$ cat src/modem_lines_consts.svh
// register offsets, field positions, reset values and timing for the modem control lines
// assumes a 100 MHz system clock and a 32-bit classic wishbone register bus
//
// Behaviour
// - CTS driven asserted low at initialisation
// - flow control on: CTS follows receiver readiness
// - CTS off means port disabled, not idle
// - multiplexer on: flow status sent, CTS shows power
// - flow control off: CTS asserted or held off
// - first idle character may be lost; DTE tolerates
// - RTS reads deasserted at init and when undriven
// - flow control on: RTS off halts transmission
// - transmission stops within two characters of RTS off
// - RTS power saving: wake, lossless after 20 ms
// - DSR always-on setting holds DSR asserted
// - DSR follows mode: asserted only in data mode
// - DTR defaults deasserted; reaction follows setting
// - DTR power saving: wake, lossless after 20 ms
// - DCD always-on setting holds DCD asserted
// - DCD follows carrier, voice call asserts it
// - packet dial: DCD asserted before CONNECT
// - circuit call accepted: DCD then CONNECT
// - voice call asserts DCD on command interfaces
// - prompt input asserts DCD until input ends
// - online command keeps DCD; command mode drops DSR (code keeps DCD in online command only while call_held is set)
// - DCD held until every requesting cause ends
`ifndef MODEM_LINES_CONSTS_SVH
`define MODEM_LINES_CONSTS_SVH

`define REG_CTRL        8'h00
`define REG_MODE        8'h04
`define REG_STATUS      8'h08

`define CTRL_HWFC_BIT   0
`define CTRL_PSV_BIT    1
`define CTRL_CTSOFF_BIT 3
`define CTRL_DSRF_BIT   4
`define CTRL_DCDF_BIT   5
`define CTRL_MUX_BIT    6
`define CTRL_RESET      8'h31

`define MODE_IMODE_BIT  0
`define MODE_CARR_BIT   2
`define MODE_VOICE_BIT  3
`define MODE_PROMPT_BIT 4
`define MODE_HELD_BIT   5

`define WAKE_TIME_MS    20
`define CLK_FREQ_HZ     100000000
`define WAKE_CYCLES     ((`WAKE_TIME_MS * `CLK_FREQ_HZ + 999) / 1000)

`endif

$ cat src/modem_lines_pkg.sv
// types shared by the modem control line block
// assumes the constants header is compiled alongside
package modem_lines_pkg;

  // interface mode as reported by the command interpreter
  typedef enum logic [1:0] {
    MODE_COMMAND,
    MODE_DATA,
    MODE_ONLINE_CMD
  } iface_mode_e;

  // power saving configuration values
  typedef enum logic [1:0] {
    PSV_OFF,
    PSV_CYCLIC,
    PSV_RTS,
    PSV_DTR
  } psv_mode_e;

  typedef struct packed {
    logic      mux_on;
    logic      dcd_follow;
    logic      dsr_follow;
    logic      cts_hold_off;
    psv_mode_e psv;
    logic      hw_fc;
  } ctrl_s;

  typedef struct packed {
    logic        call_held;
    logic        prompt;
    logic        voice;
    logic        carrier;
    iface_mode_e imode;
  } mode_s;

  typedef logic [31:0] wake_t;

endpackage

$ cat src/modem_lines.sv
// modem control lines of the serial port: CTS, RTS, DSR, DTR and DCD
// assumes line inputs are synchronous to i_clk and a classic wishbone master
//
// Implementation choices: the Wishbone slave port and the register addresses.
`timescale 1ns/1ps
`default_nettype none
`include "modem_lines_consts.svh"

module modem_lines
  import modem_lines_pkg::*;
#(
  parameter int unsigned WAKE_CYCLES = `WAKE_CYCLES, // wake-up delay in clock cycles
  parameter bit          LEGACY_CTS  = 1'b0          // older variant: CTS always on without flow control
) (
  input  wire logic        i_clk,          // system clock, 100 MHz
  input  wire logic        i_sys_rst,      // synchronous reset, active high
  input  wire logic        i_wb_cyc,       // wishbone cycle
  input  wire logic        i_wb_stb,       // wishbone strobe
  input  wire logic        i_wb_we,        // wishbone write enable
  input  wire logic [7:0]  i_wb_adr,       // wishbone byte address
  input  wire logic [3:0]  i_wb_sel,       // wishbone byte enables
  input  wire logic [31:0] i_wb_dat,       // wishbone write data
  output logic      [31:0] o_wb_dat,       // wishbone read data
  output logic             o_wb_ack,       // wishbone acknowledge
  input  wire logic        i_rts_n,        // request to send from DTE, low is on
  input  wire logic        i_dtr_n,        // terminal ready from DTE, low is on
  input  wire logic        i_rx_ready,     // serial receiver can take data
  input  wire logic        i_module_idle,  // module sits in idle mode
  output logic             o_cts_n,        // clear to send, low is on
  output logic             o_dsr_n,        // data set ready, low is on
  output logic             o_dcd_n,        // carrier detect, low is on
  output logic             o_tx_permit,    // transmitter may send to DTE
  output logic             o_port_enable,  // serial port enabled
  output logic             o_rx_lossless,  // reception is guaranteed lossless
  output logic             o_idle_allow,   // module may enter idle
  output logic             o_mux_fc_on,    // flow status for multiplexer commands
  output logic             o_connect_ready // CONNECT may now be returned
);

  typedef struct packed {
    ctrl_s       ctrl;
    mode_s       mode;
    logic        rts_n;
    logic        dtr_n;
    logic        port_en;
    wake_t       wake_cnt;
    logic        wake_done;
    logic        cts_n;
    logic        dsr_n;
    logic        dcd_n;
    logic        connect;
    logic        tx_permit;
    logic        mux_fc_on;
    logic        ack;
    logic [31:0] rdat;
  } state_s;

  state_s s;
  state_s next_s;

  // a request is answered when cycle and strobe are both up
  function automatic logic bus_req(input logic cyc, input logic stb);
    return cyc && stb;
  endfunction

  // pack the status word seen by software
  function automatic logic [31:0] status_word(input state_s st);
    return {23'h0, st.tx_permit, ~st.port_en | st.port_en & ~st.wake_done, st.port_en,
            st.dcd_n, st.dsr_n, st.dtr_n, st.rts_n, st.cts_n, st.wake_done};
  endfunction

  logic rts_on;
  logic dtr_on;
  logic dcd_req;
  logic wake_trig;

  // request causes and wake triggers from the sampled lines
  assign rts_on    = ~s.rts_n;
  assign dtr_on    = ~s.dtr_n;
  assign wake_trig = next_s.port_en && !s.port_en;
  // every cause that wants carrier detect is ORed, so the last one to end releases it
  assign dcd_req = s.mode.carrier || s.mode.voice || s.mode.prompt
                || s.mode.imode == MODE_DATA
                || (s.mode.imode == MODE_ONLINE_CMD && s.mode.call_held);

  // next state of the whole block
  always_comb begin
    next_s = s;
    // line sampling, pull-ups keep undriven lines high
    next_s.rts_n = i_rts_n;
    next_s.dtr_n = i_dtr_n;

    // port enable per power saving configuration
    case (s.ctrl.psv)
      PSV_OFF:    next_s.port_en = 1'b1;
      PSV_CYCLIC: next_s.port_en = !i_module_idle;
      PSV_RTS:    next_s.port_en = s.ctrl.hw_fc ? 1'b1 : rts_on;
      PSV_DTR:    next_s.port_en = dtr_on;
      default:    next_s.port_en = 1'b1;
    endcase

    // wake-up timer: restarts on each enable, lossless once it expires
    if (s.ctrl.psv == PSV_OFF) begin
      next_s.wake_cnt  = '0;
      next_s.wake_done = 1'b1;
    end else if (wake_trig || !next_s.port_en) begin
      next_s.wake_cnt  = '0;
      next_s.wake_done = 1'b0;
    end else if (!s.wake_done) begin
      next_s.wake_cnt  = s.wake_cnt + 32'h1;
      next_s.wake_done = (s.wake_cnt + 32'h1) >= WAKE_CYCLES;
    end

    // clear to send and multiplexer flow status
    if (s.ctrl.hw_fc && s.ctrl.mux_on) begin
      next_s.cts_n     = !s.port_en;
      next_s.mux_fc_on = i_rx_ready;
    end else if (s.ctrl.hw_fc) begin
      next_s.cts_n     = !(i_rx_ready && s.port_en);
      next_s.mux_fc_on = i_rx_ready && s.port_en;
    end else begin
      next_s.cts_n     = LEGACY_CTS ? 1'b0 : s.ctrl.cts_hold_off;
      next_s.mux_fc_on = 1'b1;
    end

    // transmit permission, cut the cycle after sampled RTS goes off, two cycles after the RTS pin
    next_s.tx_permit = s.ctrl.hw_fc ? rts_on : 1'b1;

    // data set ready and carrier detect lines, asserted is low
    next_s.dsr_n = s.ctrl.dsr_follow ? (s.mode.imode != MODE_DATA) : 1'b0;
    next_s.dcd_n = s.ctrl.dcd_follow ? !dcd_req : 1'b0;
    // connect goes out a cycle after carrier detect is on, so the host never sees it first
    next_s.connect = !s.dcd_n && s.mode.imode == MODE_DATA;

    // wishbone slave: ack one cycle after the request, dropped the cycle after
    next_s.ack = bus_req(i_wb_cyc, i_wb_stb) && !s.ack;
    if (bus_req(i_wb_cyc, i_wb_stb) && !s.ack) begin
      case (i_wb_adr)
        `REG_CTRL:   next_s.rdat = {25'h0, s.ctrl};
        `REG_MODE:   next_s.rdat = {26'h0, s.mode};
        `REG_STATUS: next_s.rdat = status_word(s);
        default:     next_s.rdat = 32'h0;
      endcase
    end
    // writes land at the edge where the master sees ack
    if (bus_req(i_wb_cyc, i_wb_stb) && s.ack && i_wb_we && i_wb_sel[0]) begin
      case (i_wb_adr)
        `REG_CTRL: begin
          next_s.ctrl.hw_fc        = i_wb_dat[`CTRL_HWFC_BIT];
          next_s.ctrl.psv          = psv_mode_e'(i_wb_dat[`CTRL_PSV_BIT +: 2]);
          next_s.ctrl.cts_hold_off = i_wb_dat[`CTRL_CTSOFF_BIT];
          next_s.ctrl.dsr_follow   = i_wb_dat[`CTRL_DSRF_BIT];
          next_s.ctrl.dcd_follow   = i_wb_dat[`CTRL_DCDF_BIT];
          next_s.ctrl.mux_on       = i_wb_dat[`CTRL_MUX_BIT];
        end
        `REG_MODE: begin
          next_s.mode.imode     = (i_wb_dat[`MODE_IMODE_BIT +: 2] == 2'h3) ? MODE_COMMAND
                                 : iface_mode_e'(i_wb_dat[`MODE_IMODE_BIT +: 2]);
          next_s.mode.carrier   = i_wb_dat[`MODE_CARR_BIT];
          next_s.mode.voice     = i_wb_dat[`MODE_VOICE_BIT];
          next_s.mode.prompt    = i_wb_dat[`MODE_PROMPT_BIT];
          next_s.mode.call_held = i_wb_dat[`MODE_HELD_BIT];
        end
        default: begin
        end
      endcase
    end
  end

  // state register with initialisation values
  always_ff @(posedge i_clk) begin
    if (i_sys_rst) begin
      s           <= '0;
      s.ctrl      <= ctrl_s'(7'(`CTRL_RESET));
      s.mode      <= '0;
      s.rts_n     <= 1'b1;
      s.dtr_n     <= 1'b1;
      s.port_en   <= 1'b1;
      s.wake_done <= 1'b1;
      s.cts_n     <= 1'b0;
      s.dsr_n     <= 1'b1;
      s.dcd_n     <= 1'b1;
      s.tx_permit <= 1'b0;
      s.mux_fc_on <= 1'b0;
    end else begin
      s <= next_s;
    end
  end

  // outputs straight from the state register
  assign o_cts_n         = s.cts_n;
  assign o_dsr_n         = s.dsr_n;
  assign o_dcd_n         = s.dcd_n;
  assign o_tx_permit     = s.tx_permit;
  assign o_port_enable   = s.port_en;
  assign o_rx_lossless   = s.port_en && s.wake_done;
  assign o_mux_fc_on     = s.mux_fc_on;
  assign o_wb_ack        = s.ack;
  assign o_wb_dat        = s.rdat;
  assign o_connect_ready = s.connect;

  // idle permission per power saving configuration
  always_comb begin
    case (s.ctrl.psv)
      PSV_OFF:    o_idle_allow = 1'b0;
      PSV_CYCLIC: o_idle_allow = 1'b1;
      PSV_RTS:    o_idle_allow = s.ctrl.hw_fc ? 1'b0 : s.rts_n;
      PSV_DTR:    o_idle_allow = s.dtr_n;
      default:    o_idle_allow = 1'b0;
    endcase
  end

  // checks on the line behaviour
  cts_after_reset_a: assert property (@(posedge i_clk)
    $fell(i_sys_rst) |-> !o_cts_n)
    else $error("cts not asserted after reset");

  cts_flow_ready_a: assert property (@(posedge i_clk) disable iff (i_sys_rst)
    s.ctrl.hw_fc && !s.ctrl.mux_on && $stable(s.ctrl) |=> o_cts_n == !$past(i_rx_ready && s.port_en))
    else $error("cts does not follow receiver readiness");

  mux_power_cts_a: assert property (@(posedge i_clk) disable iff (i_sys_rst)
    s.ctrl.hw_fc && s.ctrl.mux_on && $stable(s.ctrl)
      |=> o_cts_n == !$past(s.port_en) && o_mux_fc_on == $past(i_rx_ready))
    else $error("mux cts mapping wrong");

  cts_no_flow_a: assert property (@(posedge i_clk) disable iff (i_sys_rst)
    !s.ctrl.hw_fc && !s.ctrl.cts_hold_off && $stable(s.ctrl) |=> !o_cts_n)
    else $error("cts not asserted without flow control");

  tx_halt_rts_a: assert property (@(posedge i_clk) disable iff (i_sys_rst)
    s.ctrl.hw_fc && $stable(s.ctrl) && i_rts_n ##1 s.ctrl.hw_fc |=> !o_tx_permit)
    else $error("transmission not halted by rts off");

  rts_wake_a: assert property (@(posedge i_clk) disable iff (i_sys_rst)
    s.ctrl.psv == PSV_RTS && !s.ctrl.hw_fc && $rose(o_port_enable) |-> !o_rx_lossless [*2])
    else $error("rts wake reported lossless too early");

  rts_sleep_a: assert property (@(posedge i_clk) disable iff (i_sys_rst)
    s.ctrl.psv == PSV_RTS && !s.ctrl.hw_fc && $stable(s.ctrl) && s.rts_n |=> !o_port_enable)
    else $error("port still enabled after rts off");

  dtr_sleep_a: assert property (@(posedge i_clk) disable iff (i_sys_rst)
    s.ctrl.psv == PSV_DTR && $stable(s.ctrl) && s.dtr_n |-> o_idle_allow ##1 !o_port_enable)
    else $error("port still enabled after dtr off");

  dsr_mode_a: assert property (@(posedge i_clk) disable iff (i_sys_rst)
    s.ctrl.dsr_follow && $stable(s.ctrl) && s.mode.imode != MODE_DATA |=> o_dsr_n)
    else $error("dsr asserted outside data mode");

  dsr_always_a: assert property (@(posedge i_clk) disable iff (i_sys_rst)
    !s.ctrl.dsr_follow && $stable(s.ctrl) |=> !o_dsr_n)
    else $error("dsr released under always-on setting");

  dcd_always_a: assert property (@(posedge i_clk) disable iff (i_sys_rst)
    !s.ctrl.dcd_follow && $stable(s.ctrl) |=> !o_dcd_n)
    else $error("dcd released under always-on setting");

  dcd_hold_a: assert property (@(posedge i_clk) disable iff (i_sys_rst)
    s.ctrl.dcd_follow && $stable(s.ctrl) && (s.mode.prompt || s.mode.voice) |=> !o_dcd_n)
    else $error("dcd dropped while a cause remains");

  connect_order_a: assert property (@(posedge i_clk) disable iff (i_sys_rst)
    o_connect_ready |-> !$past(o_dcd_n) && !o_dcd_n)
    else $error("connect allowed before dcd asserted");

  cts_port_off_a: assert property (@(posedge i_clk) disable iff (i_sys_rst)
    s.ctrl.hw_fc && !s.ctrl.mux_on && !s.port_en |=> o_cts_n)
    else $error("cts on while port disabled");

  rts_init_a: assert property (@(posedge i_clk)
    $fell(i_sys_rst) |-> s.rts_n)
    else $error("rts not seen off after reset");

  dtr_init_a: assert property (@(posedge i_clk)
    $fell(i_sys_rst) |-> s.dtr_n)
    else $error("dtr not seen off after reset");

  dsr_init_a: assert property (@(posedge i_clk)
    $fell(i_sys_rst) |-> o_dsr_n)
    else $error("dsr not off after reset");

  dcd_init_a: assert property (@(posedge i_clk)
    $fell(i_sys_rst) |-> o_dcd_n)
    else $error("dcd not off after reset");

  tx_free_a: assert property (@(posedge i_clk) disable iff (i_sys_rst)
    !s.ctrl.hw_fc |=> o_tx_permit)
    else $error("transmission held without flow control");

  dsr_data_a: assert property (@(posedge i_clk) disable iff (i_sys_rst)
    s.ctrl.dsr_follow && s.mode.imode == MODE_DATA |=> !o_dsr_n)
    else $error("dsr off in data mode");

  dcd_data_a: assert property (@(posedge i_clk) disable iff (i_sys_rst)
    s.ctrl.dcd_follow && s.mode.imode == MODE_DATA |=> !o_dcd_n)
    else $error("dcd off in data mode");

  dcd_carrier_a: assert property (@(posedge i_clk) disable iff (i_sys_rst)
    s.ctrl.dcd_follow && s.mode.carrier |=> !o_dcd_n)
    else $error("dcd off with carrier");

  dcd_voice_a: assert property (@(posedge i_clk) disable iff (i_sys_rst)
    s.ctrl.dcd_follow && s.mode.voice |=> !o_dcd_n)
    else $error("dcd off during voice call");

  prompt_end_a: assert property (@(posedge i_clk) disable iff (i_sys_rst)
    s.ctrl.dcd_follow && s.mode == '0 |=> o_dcd_n)
    else $error("dcd on with no cause left");

  online_held_a: assert property (@(posedge i_clk) disable iff (i_sys_rst)
    s.ctrl.dcd_follow && s.mode.imode == MODE_ONLINE_CMD && s.mode.call_held |=> !o_dcd_n)
    else $error("dcd off with call suspended");

  dsr_command_a: assert property (@(posedge i_clk) disable iff (i_sys_rst)
    s.ctrl.dsr_follow && s.mode.imode == MODE_COMMAND |=> o_dsr_n)
    else $error("dsr on in command mode");

  ack_single_a: assert property (@(posedge i_clk) disable iff (i_sys_rst)
    o_wb_ack |=> !o_wb_ack)
    else $error("ack longer than one cycle");

  ack_answer_a: assert property (@(posedge i_clk) disable iff (i_sys_rst)
    i_wb_cyc && i_wb_stb && !o_wb_ack |=> o_wb_ack)
    else $error("request not acknowledged");

  sleep_lossy_a: assert property (@(posedge i_clk) disable iff (i_sys_rst)
    s.ctrl.psv != PSV_OFF && !s.port_en |=> !o_rx_lossless)
    else $error("lossless claimed before wake");

  psv_off_port_a: assert property (@(posedge i_clk) disable iff (i_sys_rst)
    s.ctrl.psv == PSV_OFF |=> o_port_enable && o_rx_lossless)
    else $error("port not ready without power saving");

  dtr_wake_a: assert property (@(posedge i_clk) disable iff (i_sys_rst)
    s.ctrl.psv == PSV_DTR && $rose(o_port_enable) |-> !o_rx_lossless [*2])
    else $error("dtr wake reported lossless too early");

  rts_fc_power_a: assert property (@(posedge i_clk) disable iff (i_sys_rst)
    s.ctrl.psv == PSV_RTS && s.ctrl.hw_fc |=> o_port_enable)
    else $error("rts power saving acted under flow control");

  mux_off_fc_a: assert property (@(posedge i_clk) disable iff (i_sys_rst)
    s.ctrl.hw_fc && !s.ctrl.mux_on |=> o_mux_fc_on == !o_cts_n)
    else $error("flow status disagrees with cts");

endmodule
`default_nettype wire

$ cat config.mk
export PLATFORM = sky130hd
export DESIGN_NAME = modem_lines
export DESIGN_NICKNAME = d
export VERILOG_FILES = /design/src/modem_lines_pkg.sv /design/src/modem_lines.sv
export VERILOG_INCLUDE_DIRS = /design/src
export SDC_FILE = /design/constraint.sdc
export NUM_CORES = 1
export LEC_CHECK = 0
export BUFFER_PORTS_ARGS = -buffer_cell sky130_fd_sc_hd__buf_2
export CAP_MARGIN = 40
export CORE_MARGIN = 2
export CORE_UTILIZATION = 53
export DETAILED_ROUTE_END_ITERATION = 6
export PLACE_DENSITY_LB_ADDON = 0.1
export SLEW_MARGIN = 20
export SYNTH_ARGS = -nofsm -noshare
export SYNTH_HDL_FRONTEND = slang
export SYNTH_SLANG_ARGS = --single-unit
$ cat constraint.sdc
create_clock -name i_clk -period 3.25 [get_ports i_clk]
set_input_delay 0.65 -clock i_clk [delete_from_list [all_inputs] [get_ports i_clk]]
set_output_delay 0.65 -clock i_clk [all_outputs]
set_load 0.05 [all_outputs]
==> impl_metrics.csv <==
group,metric,value,unit
run_status,status,"finished, final reports clean",
sta,finalCriticalPeriod,2.65,ns
pwr,peakVddDrop,0.000260,V
critical_path,critPathTopFamily,"simple AND/OR/NAND/NOR gates",
clock_network,cts_setup_buffers,0,
drt,drc,0,
yosys,synth.top_cells.by_area,"dfxtp_1 (36%), nor2_1 (7.2%), buf_4 (6.7%)",
yosys,synth_xor_area_share,8.59,%
final_layout,final_common_cell,"nor2_1",
grt,overflow,0,
sta,setup_viol,0,
final_layout,n_antenna_cell,0,
clock_network,htreeDepth,3,
clock_network,cts_tree,"built",
critical_path,critical-path-max-stage-delay,0.54,ns
yosys,ys_seq_area_share,36.5,%
job,cap_viol_max_count,0,
place,dpl.cell_count,522,
floorplanning,core-area,6420,sq um
clock_network,cts.sinks,65,
floorplanning,die_x,86.1,um
yosys,synthAdderAreaFrac,0.351,%
grt,grt_max_degree,34,
drt,drt_pass1_iterations,5,
sta,fmax,0.378,GHz
clock_network,insertion_delay,0.35,ns
sta,slew_headroom,43.3,%
sta,whs,0.462,ns
yosys,synth_cells,432,
clock_network,root_buffer,"clkbuf_8",
yosys,synth.distinct_cells,57,
grt,grt_pass1_wl,12600,um
critical_path,cp_common_cell,"or4_1",
place,gp_congestion,0.894,
final_layout,fin_cells,538,
floorplanning,die_h,86.1,um
clock_network,ctsLongestPathBuffers,2,
yosys,synth-edff-count,0,
yosys,ys_warn_count,0,
yosys,synthSimpleGateAreaFrac,29.1,%
yosys,synth_top_area_cell,"dfxtp_1",
pwr,finalPower,1.54,mW
drt,drt_wl_total,7570,um
clock_network,clkTransAtPathRegs,0.08,ns
critical_path,cp.required,3.47,ns
floorplanning,rows,29,
sta,fin_setup_tns,0,ns
critical_path,crit_chain,"nand3_1 > or4_1 > o31a_1 > or4_1 > a2111oi_0 > a31oi_1",
drt,vias_per_cell,5.67,
yosys,synthArstFlopShare,0,%
place,dp_hpwl,5370,um
final_layout,final_util,59.5,%
critical_path,crit_buf_inv,0,
yosys,synth.area.mux_share,5.33,%
yosys,synth_top_area_share,36.5,%
drt,drtIter0Drc,101,
sta,hold_viol,0,
yosys,synth_seq_cells,65,
critical_path,critPathKind,"reg -> reg",
sta,final-max-slew-violation-count,0,
critical_path,cp_max_fo,11,
final_layout,layout_common_cells,"nor2_1 (68), dfxtp_1 (65), buf_2 (43), nand2_1 (29)",
final_layout,area_growth_syn_to_layout,7.08,%
pwr,power_leakage,1.37,nW
yosys,synth_area,3570,sq um
yosys,synth_compound_area_share,10.2,%
final_layout,nets,510,
sta,fin_crit_sh,81.5,%
clock_network,cts_inserted_buffers,9,
final_layout,layout-drive-gt1-share,16.1,%
drt,wl_per_cell,14.1,um
floorplanning,start_util,55.6,%
sta,rsz0062_at_grt,"false",
sta,tightestPinTransition,0.845,ns
drt,vias,3052,
clock_network,holdBufCountCts,0,
floorplanning,io-pin-count,95,
grt,antenna_found_initial,0,
pwr,p_per_area,404,nW/um^2
critical_path,crit_slowest_cell,"dfxtp_1",
floorplanning,die_area,7410,sq um
grt,first_global_vias,2817,
drt,ant_nets,0,
critical_path,cp-end-kind,"register",
yosys,syn_area_per_cell,8.26,sq um
yosys,synthFlopType,"dfxtp_1",
clock_network,cts_resized,0,
yosys,synth_top_family_by_area,"simple AND/OR/NAND/NOR gates",
grt,grt_use_total,21.6,%
sta,finClkSkew,0.00857,ns
critical_path,crit_path_start_kind,"register",
worst_hold_path,hold_class,"reg -> reg",
critical_path,cp.arrival,2.87,ns
place,portBuffers,43,
## report_power, final
group,internal (mW),switching (mW)
logic,0.0202,0.0925
clock network,0.283,0.345
registers,0.799,0.00190
total,1.10,0.440
## cell usage after synthesis, types with 6 or more instances
library cell,instances
nor2_1,68
dfxtp_1,65
buf_4,32
nand2_1,29
xnor2_1,23
mux2i_1,19
clkbuf_1,18
nand3_1,15
nor4_1,13
xor2_1,12
nor3_1,11
o21ai_0,11
a21oi_1,10
nand4_1,10
and3_1,8
a22oi_1,7
or2_2,6
## state kept, by name, summed over array words and instances (netlist names)
name	flops
o_mux_fc_on	1
o_cts_n	1
o_tx_permit	1
o_port_enable	1
o_dsr_n	1
o_wb_dat	9
o_wb_ack	1
o_dcd_n	1
o_connect_ready	1
s	48
## worst reg2reg max path, cell delays in order, from the launching register on
cell and delay (ns):
dfxtp_1 0.54, nand3_1 0.26, or4_1 0.54, o31a_1 0.26
or4_1 0.48, a2111oi_0 0.31, a31oi_1 0.13
## per-layer routing
metal / global-route usage (%) / routed length [um]
met1: 25.5 / 3370
met2: 36.6 / 3410
met3: 5.87 / 537
met4: 9.81 / 252
met5: 0 / 0
## final timing paths
kind / startpoint / endpoint / slack [ns] / cells after the start
worst max register to register: s[49] / s[39] / 0.60 / 6
worst min-delay path: o_dcd_n / o_connect_ready / 0.46 / 1
worst min register to register: o_dcd_n / o_connect_ready / 0.46 / 1
worst max-delay path: s[49] / s[39] / 0.60 / 6
## kinds of logic after synthesis
group	Yosys count
xor+xnor	35
other cells	1
buf+inv	59
fa+ha+maj	1
mux	19
flops	65
compound gates	54
simple gates	198
## through the flow
| stage | instance area (sq um) | worst slack [ns] |
|---|---|---|
| 6_report | 3820 | 0.602 |
| 3_5_place_dp | 3640 | 0.540 |
| 2_1_floorplan | 3650 | 0.811 |
| 4_1_cts | 3820 | 0.613 |
| 3_3_place_gp | 3640 | 0.562 |
| 5_1_grt | 3820 | 0.434 |
## cell type report
class | instances | area (sq um)
Timing Repair Buffer | 45 | 230
Fill cell | 598 | 2600
Clock inverter | 7 | 53.8
Sequential cell | 65 | 1300
Tap cell | 77 | 96.3
Clock buffer | 9 | 124
Inverter | 5 | 18.8
Multi-Input combinational cell | 330 | 2000
No activity file was read; power rests on OpenSTA's default activity.
